File: config.mk
export PLATFORM = sky130hd
export DESIGN_NAME = pmx_pad_mux
export DESIGN_NICKNAME = d
export VERILOG_FILES = /design/src/pmx_pkg.sv /design/src/pmx_pad_mux.sv
export SDC_FILE = /design/constraint.sdc
export NUM_CORES = 1
export LEC_CHECK = 0
export BUFFER_PORTS_ARGS = -buffer_cell sky130_fd_sc_hd__buf_2
export CAP_MARGIN = 20
export CORE_MARGIN = 3
export CORE_UTILIZATION = 43
export CTS_CLUSTER_SIZE = 10
export DETAILED_ROUTE_END_ITERATION = 12
export PLACE_DENSITY = 0.71
export RECOVER_POWER = 100
export SLEW_MARGIN = 40
export SYNTH_ARGS = -nofsm -noshare
export SYNTH_HDL_FRONTEND = slang
export SYNTH_SLANG_ARGS = --single-unit
File: constraint.sdc
create_clock -name i_clk -period 8.54 [get_ports i_clk]
set_clock_uncertainty 0.15 [all_clocks]
set_input_delay 1.708 -clock i_clk [delete_from_list [all_inputs] [get_ports i_clk]]
set_output_delay 1.708 -clock i_clk [all_outputs]
set_load 0.02 [all_outputs]
File: src/pmx_pkg.sv
// package for the pad function select mux: pad map, pulls, function ids, carrier structs
// assumes one system clock and a plain address/strobe register port
package pmx_pkg;

    localparam int PMX_NPAD = 22;
    localparam int PMX_NFN = 64;
    localparam int PMX_FNW = 6;
    localparam int PMX_SELW = 4;

    // register decode
    localparam logic [15:0] PMX_ADDR_HIGH = 16'hFFFF;
    localparam logic [15:0] PMX_PAD_OFS [PMX_NPAD] = '{
        16'hEA18, 16'hEA1C, 16'hEA20, 16'hEA24, 16'hEA28, 16'hEA2C,
        16'hEA30, 16'hEA34, 16'hEA38, 16'hEA3C, 16'hEA40, 16'hEA50,
        16'hEA54, 16'hEA58, 16'hEA5C, 16'hEA60, 16'hEA64, 16'hEA68,
        16'hEA6C, 16'hEA70, 16'hEA74, 16'hEA78
    };
    localparam logic [PMX_SELW-1:0] PMX_SEL_RST = 4'h0;

    // pad indices
    localparam int PAD_CHIPSEL1 = 0;
    localparam int PAD_P2_DIN = 1;
    localparam int PAD_P2_DOUT = 2;
    localparam int PAD_P2_CLK = 3;
    localparam int PAD_P2_CS = 4;
    localparam int PAD_FLASH_D0 = 5;
    localparam int PAD_FLASH_D1 = 6;
    localparam int PAD_FLASH_D2 = 7;
    localparam int PAD_FLASH_D3 = 8;
    localparam int PAD_FLASH_CLK = 9;
    localparam int PAD_FLASH_CS = 10;
    localparam int PAD_SCAN_CLK = 11;
    localparam int PAD_SCAN_MODE = 12;
    localparam int PAD_SCAN_DIN = 13;
    localparam int PAD_SCAN_DOUT = 14;
    localparam int PAD_HOST_CLK = 15;
    localparam int PAD_GENERAL2 = 16;
    localparam int PAD_POWER_CLK = 17;
    localparam int PAD_SYNC_IN = 18;
    localparam int PAD_SYNC_OUT = 19;
    localparam int PAD_DBG_RX = 20;
    localparam int PAD_DBG_TX = 21;

    // weak pulls while in power-on reset
    localparam logic [PMX_NPAD-1:0] PMX_PULL_UP = 22'h103401;
    localparam logic [PMX_NPAD-1:0] PMX_PULL_DN = 22'h0F8BE0;

    // boot sense pads
    localparam int PMX_SENSE0_PAD = PAD_SCAN_DOUT;
    localparam int PMX_SENSE1_PAD = PAD_SYNC_OUT;
    localparam int PMX_SENSE2_PAD = PAD_POWER_CLK;

    // function ids: 0..31 are general-purpose lines, 32..60 are peripherals, 63 is no function
    localparam logic [PMX_FNW-1:0] FN_SPI1_CS = 6'h20;
    localparam logic [PMX_FNW-1:0] FN_SPI2_DIN = 6'h21;
    localparam logic [PMX_FNW-1:0] FN_SPI2_DOUT = 6'h22;
    localparam logic [PMX_FNW-1:0] FN_SPI2_CLK = 6'h23;
    localparam logic [PMX_FNW-1:0] FN_SPI2_CS = 6'h24;
    localparam logic [PMX_FNW-1:0] FN_TWI_SDA = 6'h25;
    localparam logic [PMX_FNW-1:0] FN_TWI_SCL = 6'h26;
    localparam logic [PMX_FNW-1:0] FN_MAIN_TRACE_UART_TX = 6'h27;
    localparam logic [PMX_FNW-1:0] FN_RADIO_TRACE_UART_TX = 6'h28;
    localparam logic [PMX_FNW-1:0] FN_RADIO_TRACE_UART_RX = 6'h29;
    localparam logic [PMX_FNW-1:0] FN_MAIN_TRACE_UART_RX = 6'h2A;
    localparam logic [PMX_FNW-1:0] FN_FLASH_D0 = 6'h2B;
    localparam logic [PMX_FNW-1:0] FN_FLASH_D1 = 6'h2C;
    localparam logic [PMX_FNW-1:0] FN_FLASH_D2 = 6'h2D;
    localparam logic [PMX_FNW-1:0] FN_FLASH_D3 = 6'h2E;
    localparam logic [PMX_FNW-1:0] FN_FLASH_CLK = 6'h2F;
    localparam logic [PMX_FNW-1:0] FN_FLASH_CS = 6'h30;
    localparam logic [PMX_FNW-1:0] FN_SCAN_CLK = 6'h31;
    localparam logic [PMX_FNW-1:0] FN_SCAN_MODE = 6'h32;
    localparam logic [PMX_FNW-1:0] FN_SCAN_DIN = 6'h33;
    localparam logic [PMX_FNW-1:0] FN_SCAN_DOUT = 6'h34;
    localparam logic [PMX_FNW-1:0] FN_HOST_CLOCK_OUTPUT = 6'h35;
    localparam logic [PMX_FNW-1:0] FN_SYNC_OUT = 6'h36;
    localparam logic [PMX_FNW-1:0] FN_POWER_MANAGER_CLOCK = 6'h37;
    localparam logic [PMX_FNW-1:0] FN_SYNC_IN = 6'h38;
    localparam logic [PMX_FNW-1:0] FN_DEBUG_SERIAL_RECEIVE = 6'h39;
    localparam logic [PMX_FNW-1:0] FN_DEBUG_SERIAL_TRANSMIT = 6'h3A;
    localparam logic [PMX_FNW-1:0] FN_MAIN_LOADER_UART_RX = 6'h3B;
    localparam logic [PMX_FNW-1:0] FN_MAIN_LOADER_UART_TX = 6'h3C;
    localparam logic [PMX_FNW-1:0] FN_NONE = 6'h3F;

    // core side of every function: value and enable toward the pad
    typedef struct packed {
        logic [PMX_NFN-1:0] drive;
        logic [PMX_NFN-1:0] enable;
    } pmx_core_s;

    // pad side: output value and output enable per pad
    typedef struct packed {
        logic [PMX_NPAD-1:0] out;
        logic [PMX_NPAD-1:0] oe;
    } pmx_pad_s;

    typedef struct packed {
        logic [PMX_NPAD-1:0] up;
        logic [PMX_NPAD-1:0] down;
    } pmx_pull_s;

endpackage

File: src/pmx_pad_mux.sv
// pad function select mux: register bank, per-pad routing, reset pad states,
// fault and warm-reset open-drain pads, error input and boot sense capture
// assumes pad inputs synchronous to i_clk; the pad ring resolves oe into the wire level
//
// Contract
// register decodes when address top half is all ones and low half is pad offset
// bits 3:0 of each register pick the function routed to that pad
// during power-on reset pads float with their listed weak pull
// first port chip-select pad: 0 line 30, 1 chip select; pulls up
// port-2 data-in pad: 0 line 21, 1 data in, 2 two-wire data
// port-2 data-out pad: 0 line 22, 1 data out, 2 two-wire clock
// port-2 clock pad: 0 line 5, 1 clock, 6 main trace, 7 radio tx
// port-2 select pad: 0 line 4, 1 select, 6 main trace, 7 radio tx
// flash data pads: lines 8-11, lanes, code 2 port-2 data; pull down
// flash clock pad: 0 line 7, 1 flash clock, 2 port-2 clock
// flash select pad: 0 line 6, 1 flash select, 2 port-2 select; pull up
// fault pad is open drain, set on severe fault, cleared only by reset
// warm-reset pad open drain: external low forces reset, device shows reset
// external error input goes to the error monitor
// scan pads: code 1 scan, clock pad 2/6 trace, mode pad 2 radio tx
// three sense lines sampled at reset release choose boot mode
// host clock pad: 0 line 25, 1 clock out, 10 radio receive
// general pad 2: 26, line 2, trace tx, radio tx, sync out, power clock
// sync-in pad: 0 line 28, 1 sync in, 6 main trace receive
// power clock pad: 0 line 27, 1 dithered power-manager clock
// debug receive pad: 15, debug rx, loader rx, radio tx, trace rx
// debug transmit pad: 14, debug tx, loader tx, trace tx, radio tx
// unlisted codes are reserved; the pad is left unconnected
`timescale 1ns/1ps
`default_nettype none

module pmx_pad_mux
    import pmx_pkg::*;
(
    input wire logic i_clk,                // 20 MHz system clock
    input wire logic i_sys_rst,            // power-on reset, async, active high
    input wire logic [31:0] i_addr,        // register address
    input wire logic [31:0] i_wdata,       // register write data
    input wire logic i_wr,                 // write strobe
    input wire logic i_rd,                 // read strobe
    output logic [31:0] o_rdata,           // read data, cycle after i_rd
    input wire pmx_core_s i_core,          // function values and enables from core
    output pmx_pad_s o_pad,                // pad outputs and enables
    input wire logic [PMX_NPAD-1:0] i_pad_in, // pad input levels
    output pmx_pull_s o_pull,              // weak pull enables
    output logic [PMX_NFN-1:0] o_fn_in,    // pad levels routed to functions
    input wire logic i_severe_fault,       // severe fault event
    output logic o_fault_n_out,            // fault pad output value
    output logic o_fault_n_oe,             // fault pad drive enable
    input wire logic i_warm_rst_n_in,      // warm-reset pad level
    output logic o_warm_rst_n_out,         // warm-reset pad output value
    output logic o_warm_rst_n_oe,          // warm-reset pad drive enable
    output logic o_warm_rst_req,           // external warm reset request
    input wire logic i_err_in_n,           // external error input pad
    output logic o_err_flag,               // error toward the monitor
    output logic [2:0] o_boot_mode         // boot sense captured at release
);

    typedef struct packed {
        logic in_rst;
        logic [PMX_NPAD-1:0][PMX_SELW-1:0] sel;
        logic [31:0] rdata;
        logic [PMX_NPAD-1:0] pad_out;
        logic [PMX_NPAD-1:0] pad_oe;
        logic [PMX_NFN-1:0] fn_in;
        logic fault;
        logic err;
        logic warm_req;
        logic [2:0] boot;
    } pmx_state_s;

    localparam pmx_state_s ST_RST = '{in_rst: 1'b1, sel: {PMX_NPAD{PMX_SEL_RST}}, default: '0};

    pmx_state_s st;
    pmx_state_s next_st;

    // routing table: pad index and code to function id
    function automatic logic [PMX_FNW-1:0] route(input int pad, input logic [PMX_SELW-1:0] code);
        logic [PMX_FNW-1:0] f;
        f = FN_NONE;
        case (pad)
            PAD_CHIPSEL1: begin
                if (code == 4'h0) f = 6'h1E;
                if (code == 4'h1) f = FN_SPI1_CS;
            end
            PAD_P2_DIN: begin
                if (code == 4'h0) f = 6'h15;
                if (code == 4'h1) f = FN_SPI2_DIN;
                if (code == 4'h2) f = FN_TWI_SDA;
            end
            PAD_P2_DOUT: begin
                if (code == 4'h0) f = 6'h16;
                if (code == 4'h1) f = FN_SPI2_DOUT;
                if (code == 4'h2) f = FN_TWI_SCL;
            end
            PAD_P2_CLK, PAD_P2_CS: begin
                if (code == 4'h0) f = (pad == PAD_P2_CLK) ? 6'h05 : 6'h04;
                if (code == 4'h1) f = (pad == PAD_P2_CLK) ? FN_SPI2_CLK : FN_SPI2_CS;
                if (code == 4'h6) f = FN_MAIN_TRACE_UART_TX;
                if (code == 4'h7) f = FN_RADIO_TRACE_UART_TX;
            end
            PAD_FLASH_D0, PAD_FLASH_D1, PAD_FLASH_D2, PAD_FLASH_D3: begin
                if (code == 4'h0) f = PMX_FNW'(pad - PAD_FLASH_D0 + 8);
                if (code == 4'h1) f = PMX_FNW'(FN_FLASH_D0 + PMX_FNW'(pad - PAD_FLASH_D0));
                if (code == 4'h2 && pad == PAD_FLASH_D0) f = FN_SPI2_DOUT;
                if (code == 4'h2 && pad == PAD_FLASH_D1) f = FN_SPI2_DIN;
            end
            PAD_FLASH_CLK: begin
                if (code == 4'h0) f = 6'h07;
                if (code == 4'h1) f = FN_FLASH_CLK;
                if (code == 4'h2) f = FN_SPI2_CLK;
            end
            PAD_FLASH_CS: begin
                if (code == 4'h0) f = 6'h06;
                if (code == 4'h1) f = FN_FLASH_CS;
                if (code == 4'h2) f = FN_SPI2_CS;
            end
            PAD_SCAN_CLK: begin
                if (code == 4'h0) f = 6'h11;
                if (code == 4'h1) f = FN_SCAN_CLK;
                if (code == 4'h2) f = FN_MAIN_TRACE_UART_TX;
                if (code == 4'h6) f = FN_RADIO_TRACE_UART_RX;
            end
            PAD_SCAN_MODE: begin
                if (code == 4'h0) f = 6'h12;
                if (code == 4'h1) f = FN_SCAN_MODE;
                if (code == 4'h2) f = FN_RADIO_TRACE_UART_TX;
            end
            PAD_SCAN_DIN: begin
                if (code == 4'h0) f = 6'h17;
                if (code == 4'h1) f = FN_SCAN_DIN;
            end
            PAD_SCAN_DOUT: begin
                // code 7 is the boot sense use: the pad stays an undriven input
                if (code == 4'h0) f = 6'h18;
                if (code == 4'h1) f = FN_SCAN_DOUT;
                if (code == 4'h6) f = FN_MAIN_TRACE_UART_TX;
            end
            PAD_HOST_CLK: begin
                if (code == 4'h0) f = 6'h19;
                if (code == 4'h1) f = FN_HOST_CLOCK_OUTPUT;
                if (code == 4'hA) f = FN_RADIO_TRACE_UART_RX;
            end
            PAD_GENERAL2: begin
                if (code == 4'h0) f = 6'h1A;
                if (code == 4'h1) f = 6'h02;
                if (code == 4'h7) f = FN_MAIN_TRACE_UART_TX;
                if (code == 4'h8) f = FN_RADIO_TRACE_UART_TX;
                if (code == 4'h9) f = FN_SYNC_OUT;
                if (code == 4'hA) f = FN_POWER_MANAGER_CLOCK;
            end
            PAD_POWER_CLK: begin
                if (code == 4'h0) f = 6'h1B;
                if (code == 4'h1) f = FN_POWER_MANAGER_CLOCK;
            end
            PAD_SYNC_IN: begin
                if (code == 4'h0) f = 6'h1C;
                if (code == 4'h1) f = FN_SYNC_IN;
                if (code == 4'h6) f = FN_MAIN_TRACE_UART_RX;
            end
            PAD_SYNC_OUT: begin
                if (code == 4'h0) f = 6'h1D;
                if (code == 4'h1) f = FN_SYNC_OUT;
            end
            PAD_DBG_RX: begin
                if (code == 4'h0) f = 6'h0F;
                if (code == 4'h1) f = FN_DEBUG_SERIAL_RECEIVE;
                if (code == 4'h2) f = FN_MAIN_LOADER_UART_RX;
                if (code == 4'h6) f = FN_RADIO_TRACE_UART_TX;
                if (code == 4'h7) f = FN_MAIN_TRACE_UART_RX;
            end
            PAD_DBG_TX: begin
                if (code == 4'h0) f = 6'h0E;
                if (code == 4'h1) f = FN_DEBUG_SERIAL_TRANSMIT;
                if (code == 4'h5) f = FN_MAIN_LOADER_UART_TX;
                if (code == 4'h6) f = FN_MAIN_TRACE_UART_TX;
                if (code == 4'h7) f = FN_RADIO_TRACE_UART_TX;
            end
            default: f = FN_NONE;
        endcase
        return f;
    endfunction

    logic [PMX_NPAD-1:0] hit;
    logic [PMX_NPAD-1:0][PMX_FNW-1:0] fid;

    // per-pad address match and current route
    for (genvar p = 0; p < PMX_NPAD; p++) begin : g_pad
        assign hit[p] = (i_addr[31:16] == PMX_ADDR_HIGH) && (i_addr[15:0] == PMX_PAD_OFS[p]);
        assign fid[p] = route(p, st.sel[p]);
    end

    always_comb begin
        next_st = st;
        next_st.in_rst = 1'b0;
        next_st.rdata = '0;
        next_st.fn_in = '0;
        for (int p = 0; p < PMX_NPAD; p++) begin
            if (i_wr && hit[p]) begin
                next_st.sel[p] = i_wdata[PMX_SELW-1:0];
            end
            if (i_rd && hit[p]) begin
                next_st.rdata = {{(32 - PMX_SELW){1'b0}}, st.sel[p]};
            end
            // reserved codes map to no function, so the pad floats
            if (fid[p] != FN_NONE) begin
                next_st.pad_out[p] = i_core.drive[fid[p]];
                next_st.pad_oe[p] = i_core.enable[fid[p]] && !st.in_rst;
                next_st.fn_in[fid[p]] = i_pad_in[p];
            end else begin
                next_st.pad_out[p] = 1'b0;
                next_st.pad_oe[p] = 1'b0;
            end
        end
        // sticky until reset; nothing in software can clear it
        next_st.fault = st.fault || i_severe_fault;
        next_st.err = !i_err_in_n;
        // own drive of the pad during reset must not read as an external request
        next_st.warm_req = !i_warm_rst_n_in && !st.in_rst;
        // sense lines float during reset, so the first edge after release catches them
        if (st.in_rst) begin
            next_st.boot = {i_pad_in[PMX_SENSE2_PAD], i_pad_in[PMX_SENSE1_PAD],
                            i_pad_in[PMX_SENSE0_PAD]};
        end
    end

    always_ff @(posedge i_clk or posedge i_sys_rst) begin
        if (i_sys_rst) begin
            st <= ST_RST;
        end else begin
            st <= next_st;
        end
    end

    assign o_rdata = st.rdata;
    assign o_pad.out = st.pad_out;
    assign o_pad.oe = st.pad_oe;
    assign o_pull.up = PMX_PULL_UP & {PMX_NPAD{st.in_rst}};
    assign o_pull.down = PMX_PULL_DN & {PMX_NPAD{st.in_rst}};
    assign o_fn_in = st.fn_in;
    assign o_fault_n_out = 1'b0;
    assign o_fault_n_oe = st.fault;
    assign o_warm_rst_n_out = 1'b0;
    assign o_warm_rst_n_oe = st.in_rst;
    assign o_warm_rst_req = st.warm_req;
    assign o_err_flag = st.err;
    assign o_boot_mode = st.boot;
endmodule // pmx_pad_mux

`default_nettype wire

---- Yosys cells after proc, flatten, opt, wreduce, memory -nomap -nowiden ----
Index checks and enable logic that the tools add are counted.
storage, ports and cells
  bits in registers ....................... 235
  bits of input ports ..................... 221
  output and inout bits ................... 193
  word-level logic and storage cells ...... 617
cells by class
  order comparisons ....................... 44
  eq/ne operators ......................... 93
  muxes and demuxes ....................... 311
  bitwise logic cells ..................... 1
  reductions and logical operators ........ 137
operators by type and width
  kind                    number
  $mux W64                22
  $bwmux W64              21
  $mux W32                21
  $mux W6                 70
  $eq A16 B16 Y1 const B  23
  $bmux W1 S6             44
  $lt A6 B7 Y1 const B    22
  $demux W1 S6            22
  $ge A6 B1 Y1 const B    22
  $ne A6 B6 Y1 const B    22
  $logic_and A1 B1 Y1     111
  $mux W1                 110
  $eq A4 B1 Y1 const B    22
  $logic_not A4 Y1        22
  $and A64 B64 Y64        1
  $eq A4 B3 Y1 const B    13
  $eq A4 B2 Y1 const B    9
  $eq A4 B4 Y1 const B    4
  $mux W4                 1
  $logic_not A1 Y1        3
  $logic_or A1 B1 Y1      1

---- Depth between registers and ports, before layout ----
  depth in word-level cells ............... 51
  depth in mapped cells ................... 10
  mapped depth without buffers ............ 7

---- Worst setup path after synthesis ----
Ideal clock, no wire load.
  kind .................................... input to register
  from .................................... in i_addr[12]
  to ...................................... reg st[202] (netlist bit)
  library setup time ...................... 125 ps
  arrival time ............................ 3249 ps
  setup slack ............................. 5016 ps
  stages .................................. 6
  buffers on the path ..................... 0
  cell sequence ........................... nand4b_1 > nor4_2 > and3_1 > nand2_1 > nor2_1 > mux2_2
on the way
  word-level cells in the longest chain between the ends .. 3
ends and longest elaborated chain
  item                    line                RTL
  start: declaration      pmx_pad_mux.sv:37   input wire logic [31:0] i_addr,
  $eq A16 B16 Y1          pmx_pad_mux.sv:189  assign hit[p] = (i_addr[31:16] == PMX_ADDR_HIGH) && (i_addr[15:0] == PMX_PAD_OFS[p]);
  $logic_and A1 B1 Y1     pmx_pad_mux.sv:189
  $logic_and A1 B1 Y1     pmx_pad_mux.sv:199  if (i_wr && hit[p]) begin
  end signal: assignment  pmx_pad_mux.sv:231  st <= next_st;
  end: declaration        pmx_pad_mux.sv:74   pmx_state_s st;
Every way passes these cells.
A chain may end at the register's enable or synchronous reset.

==> impl_results.md <==
- Status: finished, violations left
- Failing checks: max-capacitance violations, max-slew violations
- Std-Cell Rows: 59
- Startpoint types: input pin
- Part of the power in registers: 46.1%
- Maximum vdd drop: 131.1 uV
- Yosys cell types: 67
- Psw: 543.1 uW
- Seq cells post-synth: 207
- Synthesized area: 11580 um^2
- Die width: 170.1 um
- RSZ-0062 raised after global routing: no
- Die Y: 170.1 um
- Setup ws final: 3.382 ns
- Critical path arrival: 5.45 ns
- Diodes inserted: 0
- Global route overflow: 0
- CTS Buf Count: 25
- Total core area: 26280 um^2
- Drt wl/cell: 19.46 um
- Area Growth Syn to Fin: 9.473%
- Leak: 5.789 nW
- Total negative slack: 0 ns
- Clock buffer depth: 3
- CTS tree: done
- Reg area: 5181 um^2
- Switching Share: 24.78%
- Routed wire length: 32.18 mm
- Layout cells sized above 1: 22.06%
- Clock sink total: 207
- Clk_lat worst skew: 0.52 ns
- Number of global-route vias before repair: 8661
- Fin. Hold Viols: 0
- Comb power frac: 10.0%
- Clock-pin slew on the worst setup and hold paths: 0.05 ns
- Design area: 12680 um^2
- Seq/Total Area, Yosys: 44.73%
- CTS root buf: clkbuf_16
- Worst setup EP type: flip-flop
- Hold-fix buffers, CTS: 0
- Slew margin rel.: -25.67%
- Setup Crit Path Kind: input pin to flip-flop
- Most frequent cells in the layout: dfrtp_1 (206), clkbuf_1 (168), buf_2 (142)
- IO Port Bufs: 305
- Number of synthesized flops with an enable pin: 0
- Min-delay worst type: flip-flop to flip-flop
- Nets: 1534
- Clock power share: 43.9%
- Dpl ws: 4.126 ns
- Synth warnings: 0
- Tmin final: 5.158 ns
- Synthesized area per cell: 10.02 um^2
- Fillers: 2566
- Slew of the pin with the lowest slew margin: 1.859 ns
- H-Tree Depth: 1
- Largest net degree at the start of global routing: 143
- Max FO, Critical Path: 40
- Antenna viol nets, final: 0
- PostCTS Resize Cnt: 0
- Synth Flop Type: dfrtp_1
- Detailed placement HPWL: 24.08 mm
- P_int: 1.649 mW
- Gr usage total: 21.20%
- Detailed Routing Iterations Pass 1: 5
- Initial DRC Count: 648
- First-pass GRT wire length: 48.73 mm
- Power per standard cell area: 172.9 nW/um^2
- RD Place Congestion: 0.9620
- Period Utilization, post-route: 60.40%
- DR vias: 9044
- Design Power: 2.192 mW
- Post-DP Area: 12200 um^2
- Area occupied by multi-input gates: 4907 um^2
- Final Setup Violations: 0
- Residual DRC count: 0
- Drt via density: 5.468
- Async S/R FF share, synth: 100.0%
- Die area: 28940 um^2
- Setup bufs post-CTS: 0
- Initial core utilization: 44.08%
- Initial antenna violation count: 4
- Worst EP required: 8.83 ns
- Fmax: 193.9 MHz
- Synthesized instance count: 1156
- Commonest non-fill, non-tap cell in the layout: dfrtp_1
- Max Cap Viol: 6
- IO Pins: 414
- Max Slew Vio Count: 131
-- final cells by class --
| cell class | instances | area share (%) |
|---|---|---|
| Clock buffer | 31 | 5.348 |
| Clock inverter | 2 | 0.3947 |
| Inverter | 14 | 0.4243 |
| Multi-Input combinational cell | 753 | 38.70 |
| Sequential cell | 207 | 40.86 |
| Tap cell | 335 | 3.305 |
| Timing Repair Buffer | 312 | 10.97 |
-- metal layers --
metal	vias up	track usage (%)	wire length, um
li1	4158	-	-
met1	4409	28.30	13660
met4	6	4.444	649
met2	416	35.49	15180
met3	55	4.925	2661
met5	-	0	27
-- synth_stat cells (4+ instances only) --
| cell | number | area (um^2) |
|---|---|---|
| and3b_1 | 7 | 61.31 |
| nor3b_1 | 14 | 105.1 |
| a211oi_1 | 4 | 30.03 |
| a21oi_1 | 52 | 260.3 |
| nor2b_1 | 19 | 118.9 |
| o31ai_1 | 5 | 37.54 |
| a22o_1 | 5 | 43.79 |
| a221oi_1 | 8 | 70.07 |
| a31oi_1 | 6 | 37.54 |
| nand3b_1 | 7 | 52.55 |
| nand2_1 | 81 | 304.0 |
| o22ai_1 | 16 | 100.1 |
| mux2i_1 | 43 | 430.4 |
| nor3_1 | 41 | 205.2 |
| mux2_2 | 96 | 1081 |
| nand2b_1 | 9 | 56.30 |
| buf_4 | 191 | 1434 |
| nand4_1 | 12 | 75.07 |
| inv_1 | 14 | 52.55 |
| dfrtp_1 | 206 | 5155 |
| and3_1 | 17 | 106.4 |
| buf_2 | 14 | 70.07 |
| a22oi_1 | 15 | 112.6 |
| nor2_1 | 84 | 315.3 |
| a311oi_1 | 4 | 35.03 |
| or2_2 | 4 | 25.02 |
| nor4_1 | 12 | 75.07 |
| nand3_1 | 23 | 115.1 |
| o21ai_0 | 37 | 185.2 |
| clkbuf_1 | 45 | 168.9 |
-- cell families after synthesis --
logic type      Yosys count  synth area share [%]
compound gates          179                 9.992
buf+inv                 266                 14.96
flops                   207                 44.73
mux                     142                 13.63
other cells               1               0.03237
simple gates            361                 16.66
-- registers in the layout (all words and copies together) (netlist names) --
| name | flops |
|---|---|
| st | 88 |
| o_pad | 44 |
| o_warm_rst_n_oe | 1 |
| o_fn_in | 64 |
| o_err_flag | 1 |
| o_warm_rst_req | 1 |
| o_boot_mode | 3 |
| o_rdata | 4 |
| o_fault_n_oe | 1 |
-- worst max-delay path, stage by stage --
cell	delay [ns]
clkbuf_1	1.27
nor4b_1	1.54
a21oi_1	0.07
o22ai_1	0.24
a221oi_1	0.16
o22ai_1	0.20
a31oi_1	0.09
a21oi_1	0.16
-- power groups by stage --
| stage | registers [mW] | logic, mW | clock network, mW |
|---|---|---|---|
| final | 1.01 | 0.220 | 0.962 |
| after floorplan | 1.03 | 0.183 | 0 |
| after CTS | 1.01 | 0.230 | 0.990 |
| after global placement | 1.03 | 0.226 | 0 |
| after detailed placement | 1.03 | 0.230 | 0 |
| after global routing | 1.01 | 0.241 | 1.03 |
-- stage by stage --
step | std cells | hold slack (ns) | util [%]
2_1_floorplan | 1226 | 0.3046 | -
3_3_place_gp | 1619 | 0.2985 | 46.29
3_5_place_dp | 1620 | 0.3126 | 46.42
4_1_cts | 1653 | 0.3284 | 49.19
5_1_grt | 1654 | 0.3543 | 48.25
6_report | 1654 | 0.3280 | 48.25
-- final timing paths --
path                                 startpoint  cells past startpoint  slack (ns)             end
worst min-delay path               o_fault_n_oe                      1        0.33    o_fault_n_oe
max in group asynchronous             i_sys_rst                      3        5.56     o_fn_in[42]
worst min register to register     o_fault_n_oe                      1        0.33    o_fault_n_oe
worst max-delay path                  i_addr[2]                      8        3.38      o_rdata[3]
worst max register to register  o_warm_rst_n_oe                      2        5.68  o_boot_mode[1]
min in group asynchronous             i_sys_rst                      2        1.46      o_fn_in[0]
Power figures use the tool's default switching activity.
